[config.mk]
export PLATFORM = sky130hd
export DESIGN_NAME = network_object_parameter_gateway
export DESIGN_NICKNAME = d
export VERILOG_FILES = /design/src/verilog/network_object_parameter_gateway.v
export VERILOG_INCLUDE_DIRS = /design/src /design/src/verilog
export SDC_FILE = /design/constraint.sdc
export NUM_CORES = 1
export LEC_CHECK = 0
export BUFFER_PORTS_ARGS = -buffer_cell sky130_fd_sc_hd__buf_2
export CAP_MARGIN = 20
export CORE_MARGIN = 4
export CORE_UTILIZATION = 42
export CTS_CLUSTER_SIZE = 28
export DETAILED_ROUTE_END_ITERATION = 10
export GPL_ROUTABILITY_DRIVEN = 1
export PLACE_DENSITY = 0.64
export SYNTH_ARGS = -nofsm -noshare
export SYNTH_HDL_FRONTEND = slang
export SYNTH_SLANG_ARGS = --single-unit
[constraint.sdc]
create_clock -name clk_sys_in -period 4.65 [get_ports clk_sys_in]
set_input_delay 0.2325 -clock clk_sys_in [delete_from_list [all_inputs] [get_ports clk_sys_in]]
set_output_delay 0.2325 -clock clk_sys_in [all_outputs]
set_load 0.01 [all_outputs]
[src/verilog/gateway_consts.vh]
// Constants for the network object parameter gateway
`ifndef GATEWAY_CONSTS_VH
`define GATEWAY_CONSTS_VH
`define REG_SAVE_COMMIT 16'h0900
`define REG_RAM_COMMIT 16'h0910
`define REG_BYPASS_STATE 16'h8785
`define REG_BYPASS_FAULT 16'h8786
`define REG_BYPASS_ALARM 16'h8787
`define COMMIT_VALUE 16'h0000
`define ERR_NONE 8'h00
`define ERR_BUSY_SAVING 8'h03
`define ERR_READ_REFUSED 8'h1b
`define ERR_BAD_VALUE 8'h25
`define ERR_WRITE_REFUSED 8'h28
`define OBJ_INDIRECT_ADDRESS 3'h0
`define OBJ_INDIRECT_DATA 3'h1
`define OBJ_RAM_COMMIT 3'h2
`define OBJ_SAVE_COMMIT 3'h3
`define OBJ_INSTANCE_ID 3'h4
`define OBJ_DEVICE_NAME 3'h5
`define INSTANCE_ID_MAX 22'h3fffff
`define NAME_CHARS 20
`endif

[src/verilog/network_object_parameter_gateway.v]
// Gateway from network objects onto the 16-bit bypass register space
//
// Overview of operation
// RULE1 - State word bits 4..7 read-only status
// RULE2 - Fault word bits 0..7, bit 4 unused
// RULE3 - Alarm word bits 0,2,3,5 read-only
// RULE4 - Instance id 22 bits, from two settings
// RULE5 - Instance id change applies after power-up
// RULE6 - Writable 20-char name, applies after power-up
// RULE7 - Indirect read via address then data object
// RULE8 - Client writes address, then data value
// RULE9 - Indirect writes forwarded, stay pending until commit when the setting requires it
// RULE10 - RAM commit activates pending values only
// RULE11 - Save commit activates and stores nonvolatile
// RULE12 - Other objects act without any commit
// RULE13 - Setting decides if commit is needed
// RULE14 - Commit registers write-only, reads refused
// RULE15 - Commit objects read without error
// RULE16 - Client should limit save commit frequency
// RULE17 - Write during nonvolatile save gets busy; writes to the RAM commit object and the name are accepted
// RULE18 - Invalid register read gets read refused
// RULE19 - Out-of-range value gets bad value error
// RULE20 - Invalid, inhibited or undervoltage write refused
// RULE21 - Commit object returns to off after commit
`timescale 1ns/10ps
`default_nettype none
`include "gateway_consts.vh"
module network_object_parameter_gateway #(
  parameter NAME_BITS = 8 * `NAME_CHARS
) (
  input wire clk_sys_in,
  input wire srst_in,
  // Network object access
  input wire obj_req_in,
  input wire obj_write_in,
  input wire [2:0] obj_sel_in,
  input wire [21:0] obj_wdata_in,
  input wire [4:0] obj_name_idx_in,
  output wire obj_ack_out,
  output reg [21:0] obj_rdata_out,
  output reg [7:0] obj_err_out,
  // Settings and power-up
  input wire power_up_in,
  input wire [15:0] instance_id_setting_a_in,
  input wire [5:0] instance_id_setting_b_in,
  input wire commit_required_setting_in,
  // Bypass status sources
  input wire remote_transfer_state_in,
  input wire energy_save_state_in,
  input wire motor1_select_state_in,
  input wire motor2_select_state_in,
  input wire drive_fault_state_in,
  input wire safety_fault_state_in,
  input wire interlock_fault_state_in,
  input wire external_fault_state_in,
  input wire motor_overload_state_in,
  input wire motor1_overload_state_in,
  input wire motor2_overload_state_in,
  input wire input_phase_loss_state_in,
  input wire drive_link_loss_state_in,
  input wire option_link_loss_state_in,
  input wire load_loss_state_in,
  // Drive parameter store
  output reg store_req_out,
  output reg store_write_out,
  output reg [15:0] store_addr_out,
  output reg [15:0] store_wdata_out,
  input wire store_ack_in,
  input wire [15:0] store_rdata_in,
  input wire store_addr_valid_in,
  input wire store_value_valid_in,
  input wire store_saving_in,
  input wire store_write_inhibit_in,
  input wire store_undervoltage_in,
  output reg activate_ram_out,
  output reg activate_save_out,
  output reg [21:0] instance_id_out,
  output reg [NAME_BITS-1:0] device_name_out
);
  // ****************************************
  // State machine
  // ****************************************
  localparam ST_IDLE = 2'b00;
  localparam ST_STORE = 2'b01;
  localparam ST_DONE = 2'b10;
  reg [1:0] state;
  reg [15:0] indirect_addr;
  reg ram_commit_obj;
  reg save_commit_obj;
  reg pending;
  reg [21:0] instance_id_staged;
  reg [NAME_BITS-1:0] name_staged;
  reg [7:0] next_err;
  reg [21:0] next_rdata;
  reg local_hit;
  reg [15:0] status_word;
  wire [15:0] state_word;
  wire [15:0] fault_word;
  wire [15:0] alarm_word;
  wire [15:0] target_addr;
  wire is_commit_reg;
  wire commit_by_reg;
  wire name_idx_ok;

  // ****************************************
  // Status word bit placement
  // ****************************************
  // Unused positions read as zero
  assign state_word[3:0] = 4'h0;
  assign state_word[4] = remote_transfer_state_in; // RULE1
  assign state_word[5] = energy_save_state_in; // RULE1
  assign state_word[6] = motor1_select_state_in; // RULE1
  assign state_word[7] = motor2_select_state_in; // RULE1
  assign state_word[15:8] = 8'h00;
  assign fault_word[0] = drive_fault_state_in; // RULE2
  assign fault_word[1] = safety_fault_state_in; // RULE2
  assign fault_word[2] = interlock_fault_state_in; // RULE2
  assign fault_word[3] = external_fault_state_in; // RULE2
  assign fault_word[4] = 1'b0; // RULE2
  assign fault_word[5] = motor_overload_state_in; // RULE2
  assign fault_word[6] = motor1_overload_state_in; // RULE2
  assign fault_word[7] = motor2_overload_state_in; // RULE2
  assign fault_word[15:8] = 8'h00;
  assign alarm_word[0] = input_phase_loss_state_in; // RULE3
  assign alarm_word[1] = 1'b0;
  assign alarm_word[2] = drive_link_loss_state_in; // RULE3
  assign alarm_word[3] = option_link_loss_state_in; // RULE3
  assign alarm_word[4] = 1'b0;
  assign alarm_word[5] = load_loss_state_in; // RULE3
  assign alarm_word[15:6] = 10'h000;

  // ****************************************
  // Access decode
  // ****************************************
  assign target_addr = indirect_addr;
  assign is_commit_reg = (target_addr == `REG_SAVE_COMMIT) || (target_addr == `REG_RAM_COMMIT);
  // Writing the commit value to a commit register acts at once
  assign commit_by_reg = is_commit_reg && (obj_wdata_in[15:0] == `COMMIT_VALUE);
  // Name characters beyond the last one are not backed by storage
  assign name_idx_ok = (obj_name_idx_in < `NAME_CHARS);
  assign obj_ack_out = (state == ST_DONE);

  // ****************************************
  // Status words served locally
  // ****************************************
  always @* begin
    local_hit = 1'b1;
    status_word = 16'h0000;
    case (target_addr)
      `REG_BYPASS_STATE: status_word = state_word;
      `REG_BYPASS_FAULT: status_word = fault_word;
      `REG_BYPASS_ALARM: status_word = alarm_word;
      default: local_hit = 1'b0;
    endcase
  end

  // ****************************************
  // Identity held until power-up
  // ****************************************
  always @(posedge clk_sys_in) begin
    if (srst_in) begin
      instance_id_staged <= 22'h000000;
      instance_id_out <= 22'h000000;
      device_name_out <= {NAME_BITS{1'b0}};
    end else begin
      instance_id_staged <= {instance_id_setting_b_in, instance_id_setting_a_in}; // RULE4
      if (power_up_in) begin
        instance_id_out <= instance_id_staged; // RULE5
        device_name_out <= name_staged; // RULE6
      end
    end
  end

  // ****************************************
  // Object access sequencing
  // ****************************************
  always @(posedge clk_sys_in) begin
    if (srst_in) begin
      state <= ST_IDLE;
      indirect_addr <= 16'h0000;
      ram_commit_obj <= 1'b0;
      save_commit_obj <= 1'b0;
      pending <= 1'b0;
      name_staged <= {NAME_BITS{1'b0}};
      obj_rdata_out <= 22'h000000;
      obj_err_out <= `ERR_NONE;
      store_req_out <= 1'b0;
      store_write_out <= 1'b0;
      store_addr_out <= 16'h0000;
      store_wdata_out <= 16'h0000;
      activate_ram_out <= 1'b0;
      activate_save_out <= 1'b0;
    end else begin
      activate_ram_out <= 1'b0;
      activate_save_out <= 1'b0;
      case (state)
        ST_IDLE: begin
          if (obj_req_in) begin
            state <= ST_DONE;
            obj_err_out <= `ERR_NONE;
            obj_rdata_out <= 22'h000000;
            case (obj_sel_in)
              `OBJ_INDIRECT_ADDRESS: begin
                if (obj_write_in) begin
                  indirect_addr <= obj_wdata_in[15:0]; // RULE7
                end
                obj_rdata_out <= {6'h00, indirect_addr};
              end
              `OBJ_INDIRECT_DATA: begin
                if (!obj_write_in && local_hit) begin
                  obj_rdata_out <= {6'h00, status_word}; // RULE7
                end else if (!obj_write_in && is_commit_reg) begin
                  obj_err_out <= `ERR_READ_REFUSED; // RULE14
                end else if (obj_write_in && local_hit) begin
                  obj_err_out <= `ERR_WRITE_REFUSED; // RULE20
                end else if (obj_write_in && commit_by_reg && !store_saving_in) begin
                  pending <= 1'b0;
                  activate_ram_out <= 1'b1; // RULE10
                  activate_save_out <= (target_addr == `REG_SAVE_COMMIT); // RULE11
                end else if (obj_write_in && store_saving_in) begin
                  obj_err_out <= `ERR_BUSY_SAVING; // RULE17
                end else if (obj_write_in && (store_write_inhibit_in || store_undervoltage_in)) begin
                  obj_err_out <= `ERR_WRITE_REFUSED; // RULE20
                end else if (obj_write_in && obj_wdata_in[21:16] != 6'h00) begin
                  obj_err_out <= `ERR_BAD_VALUE; // RULE19
                end else begin
                  state <= ST_STORE;
                  store_req_out <= 1'b1;
                  store_write_out <= obj_write_in;
                  store_addr_out <= target_addr;
                  store_wdata_out <= obj_wdata_in[15:0]; // RULE9
                end
              end
              `OBJ_RAM_COMMIT: begin
                obj_rdata_out <= {21'h000000, ram_commit_obj}; // RULE15
                if (obj_write_in && obj_wdata_in[0]) begin
                  ram_commit_obj <= 1'b1;
                  state <= ST_STORE;
                end
              end
              `OBJ_SAVE_COMMIT: begin
                obj_rdata_out <= {21'h000000, save_commit_obj}; // RULE15
                if (obj_write_in && obj_wdata_in[0]) begin
                  if (store_saving_in) begin
                    obj_err_out <= `ERR_BUSY_SAVING; // RULE17
                  end else begin
                    save_commit_obj <= 1'b1;
                    state <= ST_STORE;
                  end
                end
              end
              `OBJ_INSTANCE_ID: begin
                obj_rdata_out <= instance_id_out; // RULE12
              end
              `OBJ_DEVICE_NAME: begin
                if (!name_idx_ok) begin
                  obj_err_out <= obj_write_in ? `ERR_BAD_VALUE : `ERR_READ_REFUSED; // RULE19
                end else if (obj_write_in) begin
                  name_staged[obj_name_idx_in*8 +: 8] <= obj_wdata_in[7:0]; // RULE6
                end else begin
                  obj_rdata_out <= {14'h0000, device_name_out[obj_name_idx_in*8 +: 8]}; // RULE6
                end
              end
              default: begin
                obj_err_out <= obj_write_in ? `ERR_WRITE_REFUSED : `ERR_READ_REFUSED;
              end
            endcase
          end
        end
        ST_STORE: begin
          // Commit objects finish here, one cycle after being taken
          if (ram_commit_obj || save_commit_obj) begin
            activate_ram_out <= 1'b1; // RULE10
            activate_save_out <= save_commit_obj; // RULE11
            pending <= 1'b0;
            ram_commit_obj <= 1'b0; // RULE21
            save_commit_obj <= 1'b0; // RULE21
            state <= ST_DONE;
          end else if (store_ack_in) begin
            store_req_out <= 1'b0;
            state <= ST_DONE;
            if (!store_addr_valid_in) begin
              obj_err_out <= store_write_out ? `ERR_WRITE_REFUSED : `ERR_READ_REFUSED; // RULE18
            end else if (store_write_out && !store_value_valid_in) begin
              obj_err_out <= `ERR_BAD_VALUE; // RULE19
            end else if (store_write_out) begin
              if (commit_required_setting_in) begin
                pending <= 1'b1; // RULE13
              end else begin
                activate_ram_out <= 1'b1; // RULE13
              end
            end else begin
              obj_rdata_out <= {6'h00, store_rdata_in}; // RULE7
            end
          end
        end
        ST_DONE: begin
          state <= ST_IDLE;
        end
        default: begin
          state <= ST_IDLE;
        end
      endcase
    end
  end
endmodule
`default_nettype wire

Word-level counts from Yosys, hierarchy flattened
Index checks and enable logic that the tools add are counted.

cells by class
  reduce and logical (&&, ||, !) cells = 33
  bitwise operators = 7
  shift operators = 3
  $add $sub $neg = 1
  equal/unequal tests = 33
  mux-type cells = 92
  $lt $le $gt $ge = 1

operators with widths
  kind                        count
  $bwmux W160                 1
  $shift A8 B34 Y160 const A  1
  $shiftx A160 B9 Y8          1
  $shiftx A8 B34 Y160         1
  $mux W22                    6
  $pmux W22 S6                1
  $mux W6                     11
  $mux W8                     7
  $eq A16 B16 Y1 const B      3
  $pmux W22 S2                1
  $mux W1                     39
  $neg A8 Y34                 1
  $eq A16 B12 Y1 const B      2
  $ne A2 B2 Y1 const B        16
  $mux W2                     15
  $pmux W6 S4                 1
  $pmux W8 S3                 1
  $logic_not A16 Y1           1
  $mux W16                    1
  $pmux W8 S2                 1
  $reduce_and A5 Y1           3
  $reduce_and A12 Y1          1
  $logic_and A1 B1 Y1         11
  $pmux W1 S2                 5
  other kinds (23)            39

word-level totals
  bits in registers = 450
  input port bits = 95
  output and inout port bits = 249
  word-level logic and storage cells = 186

Logic depth before layout (Yosys ltp)
Gate-level depths: netlist of the first run.

  depth in word-level cells = 12
  gate-level depth with buffers = 16
  mapped depth without buffers = 9

Worst setup path after synthesis of the first run
OpenSTA, ideal clock, no wires.

  path kind = input to register
  from = input obj_name_idx_in[0]
  to = register name_staged[93]
  slack = 1,349 ps
  data arrival time = 3,184 ps
  setup time = 116 ps
  buffers on the path = 6
  stages = 14
  required time = 4,534 ps
  cells stage by stage = buf_4 > buf_4 > buf_4 > buf_4 > inv_1 > ha_1 > clkbuf_1 > and2_1 > ha_1 > clkbuf_1 > inv_1 > a2111oi_4 > nand2_4 > a31o_2

between the ends
  longest elaborated chain between the ends = 3
  elaborated cells between the ends (all ways) = 6
  those cells by class = add/sub (1); order compare (1); shift (2); mux (1); reduce/logical (1)

ends and longest elaborated chain
  element                                                    RTL line                                source
  start: declaration                                         network_object_parameter_gateway.v:38   input wire [4:0] obj_name_idx_in,
  $neg A8 Y34                                                network_object_parameter_gateway.v:259  name_staged[obj_name_idx_in*8 +: 8] <= obj_wdata_in[7:0];
  $shiftx A8 B34 Y160 or $shift A8 B34 Y160 (tied branches)  network_object_parameter_gateway.v:259
  $bwmux W160                                                network_object_parameter_gateway.v:259
  end signal: assignment                                     network_object_parameter_gateway.v:184  name_staged <= {NAME_BITS{1'b0}};
  end signal: indexed assignment                             network_object_parameter_gateway.v:259
  end: declaration                                           network_object_parameter_gateway.v:92   reg [NAME_BITS-1:0] name_staged;

Parallel ways exist; a longest one is shown, timed or not.
A chain may end at the register's enable or synchronous reset.

Worst setup path after layout of the first run
  from = input obj_name_idx_in[1]
  to = register name_staged[151]

Same word-level chain as after synthesis.

==> results by group, run 1 <==
Run status
  – Status: finished clean

Power
  – Net Sw Power: 2.11 mW
  – Cell Pwr Density: 365 nW/um^2
  – Int Power: 6.43 mW
  – Pleak: 9.78 nW
  – Sw frac: 24.8%
  – Logic pwr share: 7.9%
  – Peak supply drop: 0.233 mV
  – Sequential Power Share: 45.7%
  – Clk pwr share: 46.4%

Logic synthesis
  – XOR/XNOR share of the synthesized area: 0.136%
  – Synth area leader: dfxtp_1
  – Sequential-to-total area share from yosys stat: 46.5%
  – Top FF cell, synth: dfxtp_1
  – Cells after Synth: 1982
  – Most frequent cells after synthesis: dfxtp_1 (448), mux2i_1 (320), nand2_1 (248)
  – Asr flop ratio synth: 0%
  – EDFF count, synth: 0
  – Post-Syn Area: 19300 sq um
  – Synth Area in Simple Gates: 17.7%
  – Distinct cells, synth: 83
  – Most frequent cell after synthesis: dfxtp_1
  – Largest family of logic cells by synthesized area: multiplexers
  – Synth top area cells: dfxtp_1 (47%), mux2i_1 (17%), nand2_1 (4.8%), nor2_1 (4.7%), mux4_2 (3.9%)
  – Yosys reg bits: 448
  – Ys Warns: 0
  – Mean Syn Cell Area: 9.73 sq um
  – Multiplexer area fraction after synthesis: 22.2%
  – Share of the synthesized area in the top cell type: 46.5%
  – Compound-Gate Fraction of Synth Area: 9.41%
  – Synth Area in Adders: 0.130%

Floorplanning
  – Die W: 222 um
  – Die H: 222 um
  – Ports: 344
  – Core footprint: 45400 sq um
  – Initial Util: 42.5%
  – Die area: 49400 sq um
  – Core Rows: 78

Setup path
  – Required @ worst endpoint: 5.14 ns
  – Critical-path maximum fanout: 21
  – Critical path class: in -> reg
  – Worst setup SP type: input pin
  – Crit path DAT: 3.57 ns
  – Kind of end point of the critical path: register

Final layout
  – End-of-flow core utilization: 51.5%
  – Area added between synthesis and finish: 21.2%
  – N_diodes: 0
  – Multi-input combinational cell area: 9590 sq um
  – Layout fillers: 4204
  – Flip-flop and latch area: 8970 sq um
  – Final instance area: 23400 sq um
  – Share of layout cells above drive strength 1: 24.1%
  – Nets: 2381

Timing
  – Final Critical Period: 3.08 ns
  – Achievable frequency: 325 MHz
  – Clock Skews: 0.0127 ns
  – Final worst setup slack: 1.57 ns
  – Setup violations, final: 0
  – Worst rel slew slack: 21.6%
  – Unrepaired setup endpoints after global routing: false
  – Worst-Margin Slew: 1.18 ns
  – Final Hold Vio Count: 0
  – Final Slew Violations: 0
  – Setup TNS: 0 ns
  – WHS: 0.0555 ns
  – Crit share post-route: 66.2%

Clocking
  – Htree depth: 2
  – CTS tree: built
  – Clock-pin slew on the worst setup and hold paths: 0.06 ns
  – Post-CTS setup buffers: 0
  – CTS Root Cell: clkbuf_16
  – Post-CTS resize count: 0
  – Max Root-Sink Buffers: 3
  – CTS buffer count: 49
  – Clk sinks: 448
  – Skew-Pair Late Insertion Delay: 0.60 ns

Drt
  – Routed vias: 16567
  – Drt drc: 0
  – WL per Instance: 24.6 um
  – First-pass DRT Iterations: 5
  – Total Routed Length: 71800 um
  – Highest metal used: met4
  – WL met2: 33500 um
  – Post-route ant nets: 0
  – Detailed Route Iter0 Violations: 1500
  – Vias per cell: 5.67
  – Routed length on met3: 5120 um
  – Met1 WL: 30300 um

Place
  – Pre-CTS setup slack: 1.02 ns
  – Placed wire-length estimate: 51300 um
  – Area post-placement: 21300 sq um
  – Placer Congestion: 0.932
  – PortBufs: 341

Global routing
  – First-pass GRT wire length: 106000 um
  – Antenna violations before repair: 0
  – All-Layer GR Usage: 27.9%
  – GR Overflow Total: 0
  – Vias in the first global route: 16142
  – Largest net degree at the start of global routing: 185

Job
  – Maxcap violations: 0

Worst hold path
  – Worst hold path class: in -> reg
## power by group through the flow
| stage | Sequential, mW | Clock, mW | Combinational, mW |
|---|---|---|---|
| 6_report | 3.90 | 3.96 | 0.672 |
| 5_1_grt | 3.91 | 4.19 | 0.709 |
| 4_1_cts | 3.90 | 4.03 | 0.661 |
| 3_5_place_dp | 3.99 | 0 | 0.632 |
| 3_3_place_gp | 3.99 | 0 | 0.629 |
| 2_1_floorplan | 3.99 | 0 | 0.384 |
## what timing repair did
action	in CTS	in global routing
hold buffers	41	0
setup endpoints to repair	0	0
hold endpoints to repair	49	0
## per-layer routing
metal | global-route usage [%] | vias up
li1 | - | 7657
met1 | 37.5 | 8050
met2 | 45.3 | 731
met3 | 4.39 | 129
met4 | 11.1 | 0
met5 | 0 | -
## cell usage in the layout, fill, tap and decap left out, types with 5 or more instances in the layout
cell | Yosys | layout
a211oi_1 | 7 | 7
a21oi_1 | 35 | 35
a221oi_1 | 18 | 17
a31o_1 | 12 | 12
a31o_2 | 15 | 15
a31oi_1 | 13 | 13
and3_1 | 5 | 5
buf_2 | 8 | 338
buf_4 | 9 | 25
clkbuf_1 | 114 | 11
clkbuf_16 | 0 | 49
clkbuf_8 | 0 | 11
clkinv_2 | 0 | 9
dfxtp_1 | 448 | 448
dlygate4sd3_1 | 0 | 41
inv_1 | 11 | 11
mux2_2 | 30 | 30
mux2i_1 | 320 | 320
mux4_2 | 33 | 33
nand2_1 | 248 | 248
nand2b_1 | 9 | 9
nand3_1 | 39 | 39
nand4_1 | 16 | 16
nor2_1 | 243 | 243
nor2b_1 | 36 | 35
nor3_1 | 33 | 32
nor3_2 | 4 | 5
nor3_4 | 10 | 10
nor4_1 | 28 | 28
nor4b_1 | 5 | 5
o211ai_1 | 46 | 46
o21ai_0 | 57 | 57
o31ai_1 | 8 | 8
or4_1 | 5 | 5
## cell families (layout without fill, tap and decap cells)
group           count (synthesis)  in the layout
simple gates                  718            718
flops                         448            448
mux                           383            383
compound gates                255            255
buf+inv                       172            511
xor+xnor                        3              3
fa+ha+maj                       2              2
other cells                     1              2
## worst paths after layout
check	from	to	slack [ns]	cells past startpoint
min	external_fault_state_in	obj_rdata_out[3]	0.06	4
min reg2reg	obj_rdata_out[18]	obj_rdata_out[18]	0.45	2
max	obj_name_idx_in[1]	name_staged[151]	1.57	9
max reg2reg	state[0]	name_staged[151]	1.84	5
## layout make-up
cell class	instances	area share (%)
well taps	600	3.21
flip-flops and latches	448	38.4
clock inverters	19	0.969
multi-input cells	1363	41.1
inverters	13	0.230
clock buffers	70	6.01
repair buffers	409	10.1
## flip-flops by register name (all words and copies together) (netlist names), 2 cells and up
register,count
instance_id_staged,22
name_staged,160
store_addr_out,16
device_name_out,160
obj_err_out,6
obj_rdata_out,22
indirect_addr,16
instance_id_out,22
state,2
store_wdata_out,16
## worst max-delay path, cell delays in order
cell and delay, ns:
buf_2 0.47, inv_1 0.25, ha_1 0.39, and2_1 0.20
ha_1 0.21, a21oi_1 0.41, nand2_2 0.38, or4_1 0.73
a31o_2 0.30
## through the flow
stage / std cells / power (mW)
after floorplan: 1983 / 4.37
after global placement: 2791 / 4.62
after detailed placement: 2791 / 4.62
after CTS: 2921 / 8.59
after global routing: 2922 / 8.80
final: 2922 / 8.54
(Power assumes the default switching activity.)
==> inputs of run 2 (changes only) <==
clock period = 3 ns   (was 4.65 ns; I/O delays follow)
==> results by group, run 2 (synthesis results as in run 1) <==
Drt
  – Detailed Route Iter0 Violations: 1642
  – Post-route ant nets: 0
  – WL per Instance: 24.9 um
  – First-pass DRT Iterations: 5
  – Routed vias: 17079
  – Vias per cell: 5.73
  – Total Routed Length: 74200 um
  – Drt drc: 0

Final layout
  – Most frequent cells in the layout: dfxtp_1 (448), buf_2 (338), mux2i_1 (320)
  – Area added between synthesis and finish: 24.6%
  – Final instance area: 24000 sq um
  – Most common cell after layout, fill and taps aside: dfxtp_1
  – Largest registers: device_name_out: 160 flops, name_staged: 160 flops
  – Nets: 2442
  – Share of layout cells above drive strength 1: 25.8%

Run status
  – Status: finished clean

Timing
  – Clock Skews: 0.0214 ns
  – Worst-Margin Slew: 1.20 ns
  – Setup violations, final: 0
  – Final Critical Period: 2.80 ns
  – Final Hold Vio Count: 0
  – Setup TNS: 0 ns
  – Achievable frequency: 358 MHz
  – Unrepaired setup endpoints after global routing: false
  – Crit share post-route: 93.2%
  – Worst rel slew slack: 18.1%
  – Final worst setup slack: 0.203 ns
  – Final Slew Violations: 0

Worst hold path
  – Hold EP: obj_rdata_out[1]
  – Hold Path Stages: 5
  – Worst Hold Launch: store_rdata_in[1]
  – Worst hold path class: in -> reg

Setup path
  – Critical path class: reg -> reg
  – Worst setup SP type: register
  – Reg-to-Reg End: obj_rdata_out[4]
  – Most frequent CP cell: a31oi_1
  – Crit path DAT: 3.27 ns
  – Crit path cell chain: nand4bb_1 -> a221oi_2 -> buf_4 -> nand2_1 -> a31oi_1 -> dlygate4sd3_1 -> a31oi_1
  – Critical-path maximum fanout: 19
  – R2R cell count: 7
  – Reg2reg setup slack: 0.20 ns
  – Required @ worst endpoint: 3.47 ns
  – FF-to-FF Start: state[0]
  – CP max-delay cell: dfxtp_1
  – Kind of end point of the critical path: register
  – CP peak stage delay: 0.72 ns

Floorplanning
  – Core footprint: 45400 sq um
  – Initial Util: 42.5%
  – Ports: 344
  – Core Rows: 78
  – Die area: 49400 sq um
  – Die H: 222 um
  – Die W: 222 um

Clocking
  – Max Root-Sink Buffers: 3
  – CTS buffer count: 49
  – Clk sinks: 448
  – Skew-Pair Late Insertion Delay: 0.60 ns
  – Post-CTS setup buffers: 0
  – Clock-pin slew on the worst setup and hold paths: 0.06 ns
  – Htree depth: 2
  – CTS Root Cell: clkbuf_16
  – CTS tree: built

Global routing
  – Grt met1 use: 37.1%
  – GR Overflow Total: 0
  – Antenna violations before repair: 1
  – First-pass GRT wire length: 109000 um
  – Met3 global-route usage: 5.75%
  – Largest net degree at the start of global routing: 153
  – All-Layer GR Usage: 28.6%
  – Met2 usage: 47.6%
  – Vias in the first global route: 16696
  – Gr busiest metal: met2

Power
  – Sw frac: 24.4%
  – Logic pwr share: 8.3%
  – Pleak: 10.1 nW
  – Sequential Power Share: 44.8%
  – Net Sw Power: 3.30 mW
  – Peak supply drop: 0.343 mV
  – Cell Pwr Density: 563 nW/um^2
  – Tot Pwr: 13.5 mW
  – Clk pwr share: 46.9%
  – Int Power: 10.2 mW

Place
  – Pre-CTS setup slack: 0.371 ns
  – Area post-placement: 21800 sq um
  – Placed wire-length estimate: 53600 um
  – Placer Congestion: 1.01
  – PortBufs: 341

Job
  – Maxcap violations: 0
## run 2: area by class of cell
type	count	area [sq um]
clock inverter	20	297
antenna	1	2.50
fill	4116	21400
inverter	13	53.8
clock buffer	66	1410
multi-input combinational	1363	9600
sequential	448	8970
tap	600	751
timing repair buffer	470	2940
## run 2: layer usage
layer	vias to the layer above	wire (um)
li1	7797	-
met3	162	5470
met5	-	11
met4	2	3130
met1	8317	30700
met2	801	34900
## run 2: repair_timing
item                      CTS  global route
gates resized for setup     0             0
hold endpoints to repair   57             0
hold buffers               52             0
## run 2: how the worst max path moves through the flow
stage / from / endpoint / slack, ns
floorplan: obj_name_idx_in[0] / name_staged[151] / 0.03
global placement: obj_name_idx_in[3] / name_staged[26] / 0.39
detailed placement: obj_name_idx_in[1] / name_staged[29] / 0.37
CTS: state[0] / obj_rdata_out[4] / 0.29
global route: state[0] / obj_rdata_out[4] / 0.02
finish: state[0] / obj_rdata_out[4] / 0.20
## run 2: through the flow
| step | util, % | instances | hold WS (ns) |
|---|---|---|---|
| after detailed placement | 48.0 | 2841 | 0.367 |
| after global routing | 52.9 | 2980 | 0.00857 |
| after floorplan | - | 1983 | 0.278 |
| after CTS | 52.9 | 2979 | 0.000519 |
| final | 52.9 | 2981 | 0.0340 |
| after global placement | 48.0 | 2841 | 0.362 |
## run 2: power groups by stage
| stage | sequential, mW | clock, mW | combinational, mW |
|---|---|---|---|
| 2_1_floorplan | 6.18 | 0 | 0.597 |
| 3_3_place_gp | 6.18 | 0 | 1.04 |
| 3_5_place_dp | 6.18 | 0 | 1.04 |
| 4_1_cts | 6.05 | 6.44 | 1.10 |
| 5_1_grt | 6.05 | 6.70 | 1.17 |
| 6_report | 6.05 | 6.34 | 1.12 |
## run 2: critical path: cells and delay by family, from the launching register on
kind / cells / cell delay (ns)
buffers and inverters: 2 / 0.90
flip-flops: 1 / 0.72
AO/OA/AOI/OAI: 3 / 0.65
AND/OR/NAND/NOR: 2 / 0.40
==> inputs of run 3 (changes only) <==
SLEW_MARGIN = 20   (was default)
clock period = 2.68 ns   (was 3 ns; I/O delays follow)
==> results by group, run 3 (synthesis results as in run 1) <==
Run status
  – Status: finished clean

Global routing
  – GR Overflow Total: 0
  – All-Layer GR Usage: 29.2%
  – First-pass GRT wire length: 111000 um
  – Largest net degree at the start of global routing: 88
  – Antenna violations before repair: 2
  – Vias in the first global route: 16935

Drt
  – First-pass DRT Iterations: 5
  – Post-route ant nets: 0
  – Routed vias: 17295
  – Detailed Route Iter0 Violations: 1486
  – WL per Instance: 24.9 um
  – Vias per cell: 5.72
  – Drt drc: 0
  – Total Routed Length: 75100 um

Clocking
  – Max Root-Sink Buffers: 3
  – Skew-Pair Late Insertion Delay: 0.59 ns
  – Clk sinks: 448
  – CTS Root Cell: clkbuf_16
  – Htree depth: 2
  – Clock-pin slew on the worst setup and hold paths: 0.06 ns
  – CTS buffer count: 49
  – Post-CTS setup buffers: 0
  – CTS tree: built

Timing
  – Setup violations, final: 0
  – Achievable frequency: 385 MHz
  – Worst-Margin Slew: 0.883 ns
  – Crit share post-route: 96.9%
  – Unrepaired setup endpoints after global routing: false
  – Setup TNS: 0 ns
  – Clock Skews: 0.0174 ns
  – Final Critical Period: 2.60 ns
  – Final Slew Violations: 0
  – Worst rel slew slack: 39.6%
  – Final Hold Vio Count: 0

Setup path
  – Worst setup SP type: register
  – CP peak stage delay: 0.56 ns
  – Critical path class: reg -> reg
  – FF-to-FF Start: device_name_out[99]
  – Crit path DAT: 3.06 ns
  – R2R cell count: 6
  – Required @ worst endpoint: 3.15 ns
  – Kind of end point of the critical path: register
  – Reg-to-Reg End: obj_rdata_out[3]
  – Critical-path maximum fanout: 3
  – CP max-delay cell: dlygate4sd3_1
  – Reg2reg setup slack: 0.08 ns
  – Crit path cell chain: mux4_2 -> mux2i_1 -> o211ai_1 -> a221oi_1 -> nor2_1 -> dlygate4sd3_1

Worst hold path
  – Hold EP: obj_rdata_out[5]
  – Hold Path Stages: 3
  – Worst Hold Launch: store_rdata_in[5]
  – Worst hold path class: in -> reg

Final layout
  – Most frequent cells in the layout: dfxtp_1 (448), buf_2 (338), mux2i_1 (320)
  – Area added between synthesis and finish: 25.8%
  – Final instance area: 24300 sq um
  – Final non-filler cell total: 3021
  – Nets: 2479
  – Most common cell after layout, fill and taps aside: dfxtp_1
  – Share of layout cells above drive strength 1: 26.6%
  – End-of-flow core utilization: 53.4%
  – Largest registers: device_name_out: 160 flops, name_staged: 160 flops

Place
  – PortBufs: 341
  – Placer Congestion: 1.02
  – Area post-placement: 22000 sq um
  – Placed instance count: 2874
  – Placed wire-length estimate: 55300 um

Floorplanning
  – Initial Util: 42.5%
  – Die W: 222 um
  – Core footprint: 45400 sq um
  – Ports: 344
  – Core Rows: 78
  – Die area: 49400 sq um
  – Die H: 222 um

Power
  – Peak supply drop: 0.473 mV
  – Pleak: 10.3 nW
  – Cell Pwr Density: 618 nW/um^2

Job
  – Maxcap violations: 0
run 3: cell types whose count changed in the layout (fill, tap and decap cells not counted), moves of 4 or more:
cell,change
buf_4,+35
clkbuf_1,+9
clkbuf_8,-6
dlygate4sd3_1,+5
clkinv_2,+4
run 3: what timing repair did:
item / in CTS / in global routing
endpoints found under the setup margin: 0 / 1
endpoints found under the hold margin: 62 / 0
hold buffers: 57 / 0
resized for setup: 0 / 2
run 3: worst max-delay path by stage:
stage                                   to                start  slack, ns  cells past startpoint
after floorplan           name_staged[151]   obj_name_idx_in[0]       0.01                     15
after global placement     name_staged[91]   obj_name_idx_in[1]       0.22                     10
after detailed placement   name_staged[91]   obj_name_idx_in[1]       0.13                     10
after CTS                 obj_rdata_out[3]  device_name_out[67]       0.01                      6
after global routing      obj_rdata_out[3]  device_name_out[99]      0.001                      6
final                     obj_rdata_out[3]  device_name_out[99]       0.08                      6
run 3: cell type report:
| class | count | area, sq um |
|---|---|---|
| clock inverter | 18 | 229 |
| tap | 600 | 751 |
| timing repair buffer | 507 | 3200 |
| antenna | 1 | 2.50 |
| multi-input combinational | 1363 | 9630 |
| clock buffer | 71 | 1410 |
| fill | 4139 | 21100 |
| sequential | 448 | 8970 |
| inverter | 13 | 53.8 |
run 3: per-layer routing:
metal	wire length [um]	global-route usage, %	vias up
met5	13	0	-
met4	2950	11.2	2
met3	5830	5.62	136
met2	35500	48.2	805
met1	30800	38.2	8470
li1	-	-	7882
run 3: through the flow:
stage                     total power, mW  hold WS, ns  setup WS, ns
after floorplan                      7.60        0.262        0.0138
after CTS                            15.1     0.000729        0.0114
final                                15.0       0.0500        0.0839
after global routing                 15.5       0.0343       0.00145
after global placement               8.11        0.343         0.218
after detailed placement             8.12        0.347         0.130
run 3: power breakdown:
part           leakage [nW]  internal [mW]  switching [mW]
Clock                 0.807           4.14            2.79
Combinational          5.84          0.460           0.835
Sequential             3.62           6.72          0.0471
run 3: critical path, delay by kind of cell, from the launching register on:
kind | cells | cell delay [ns]
and+or+nand+nor | 1 | 0.06
muxes | 2 | 0.90
AOI/OAI and AO/OA | 2 | 0.62
buffers and inverters | 1 | 0.56
DFF | 1 | 0.34
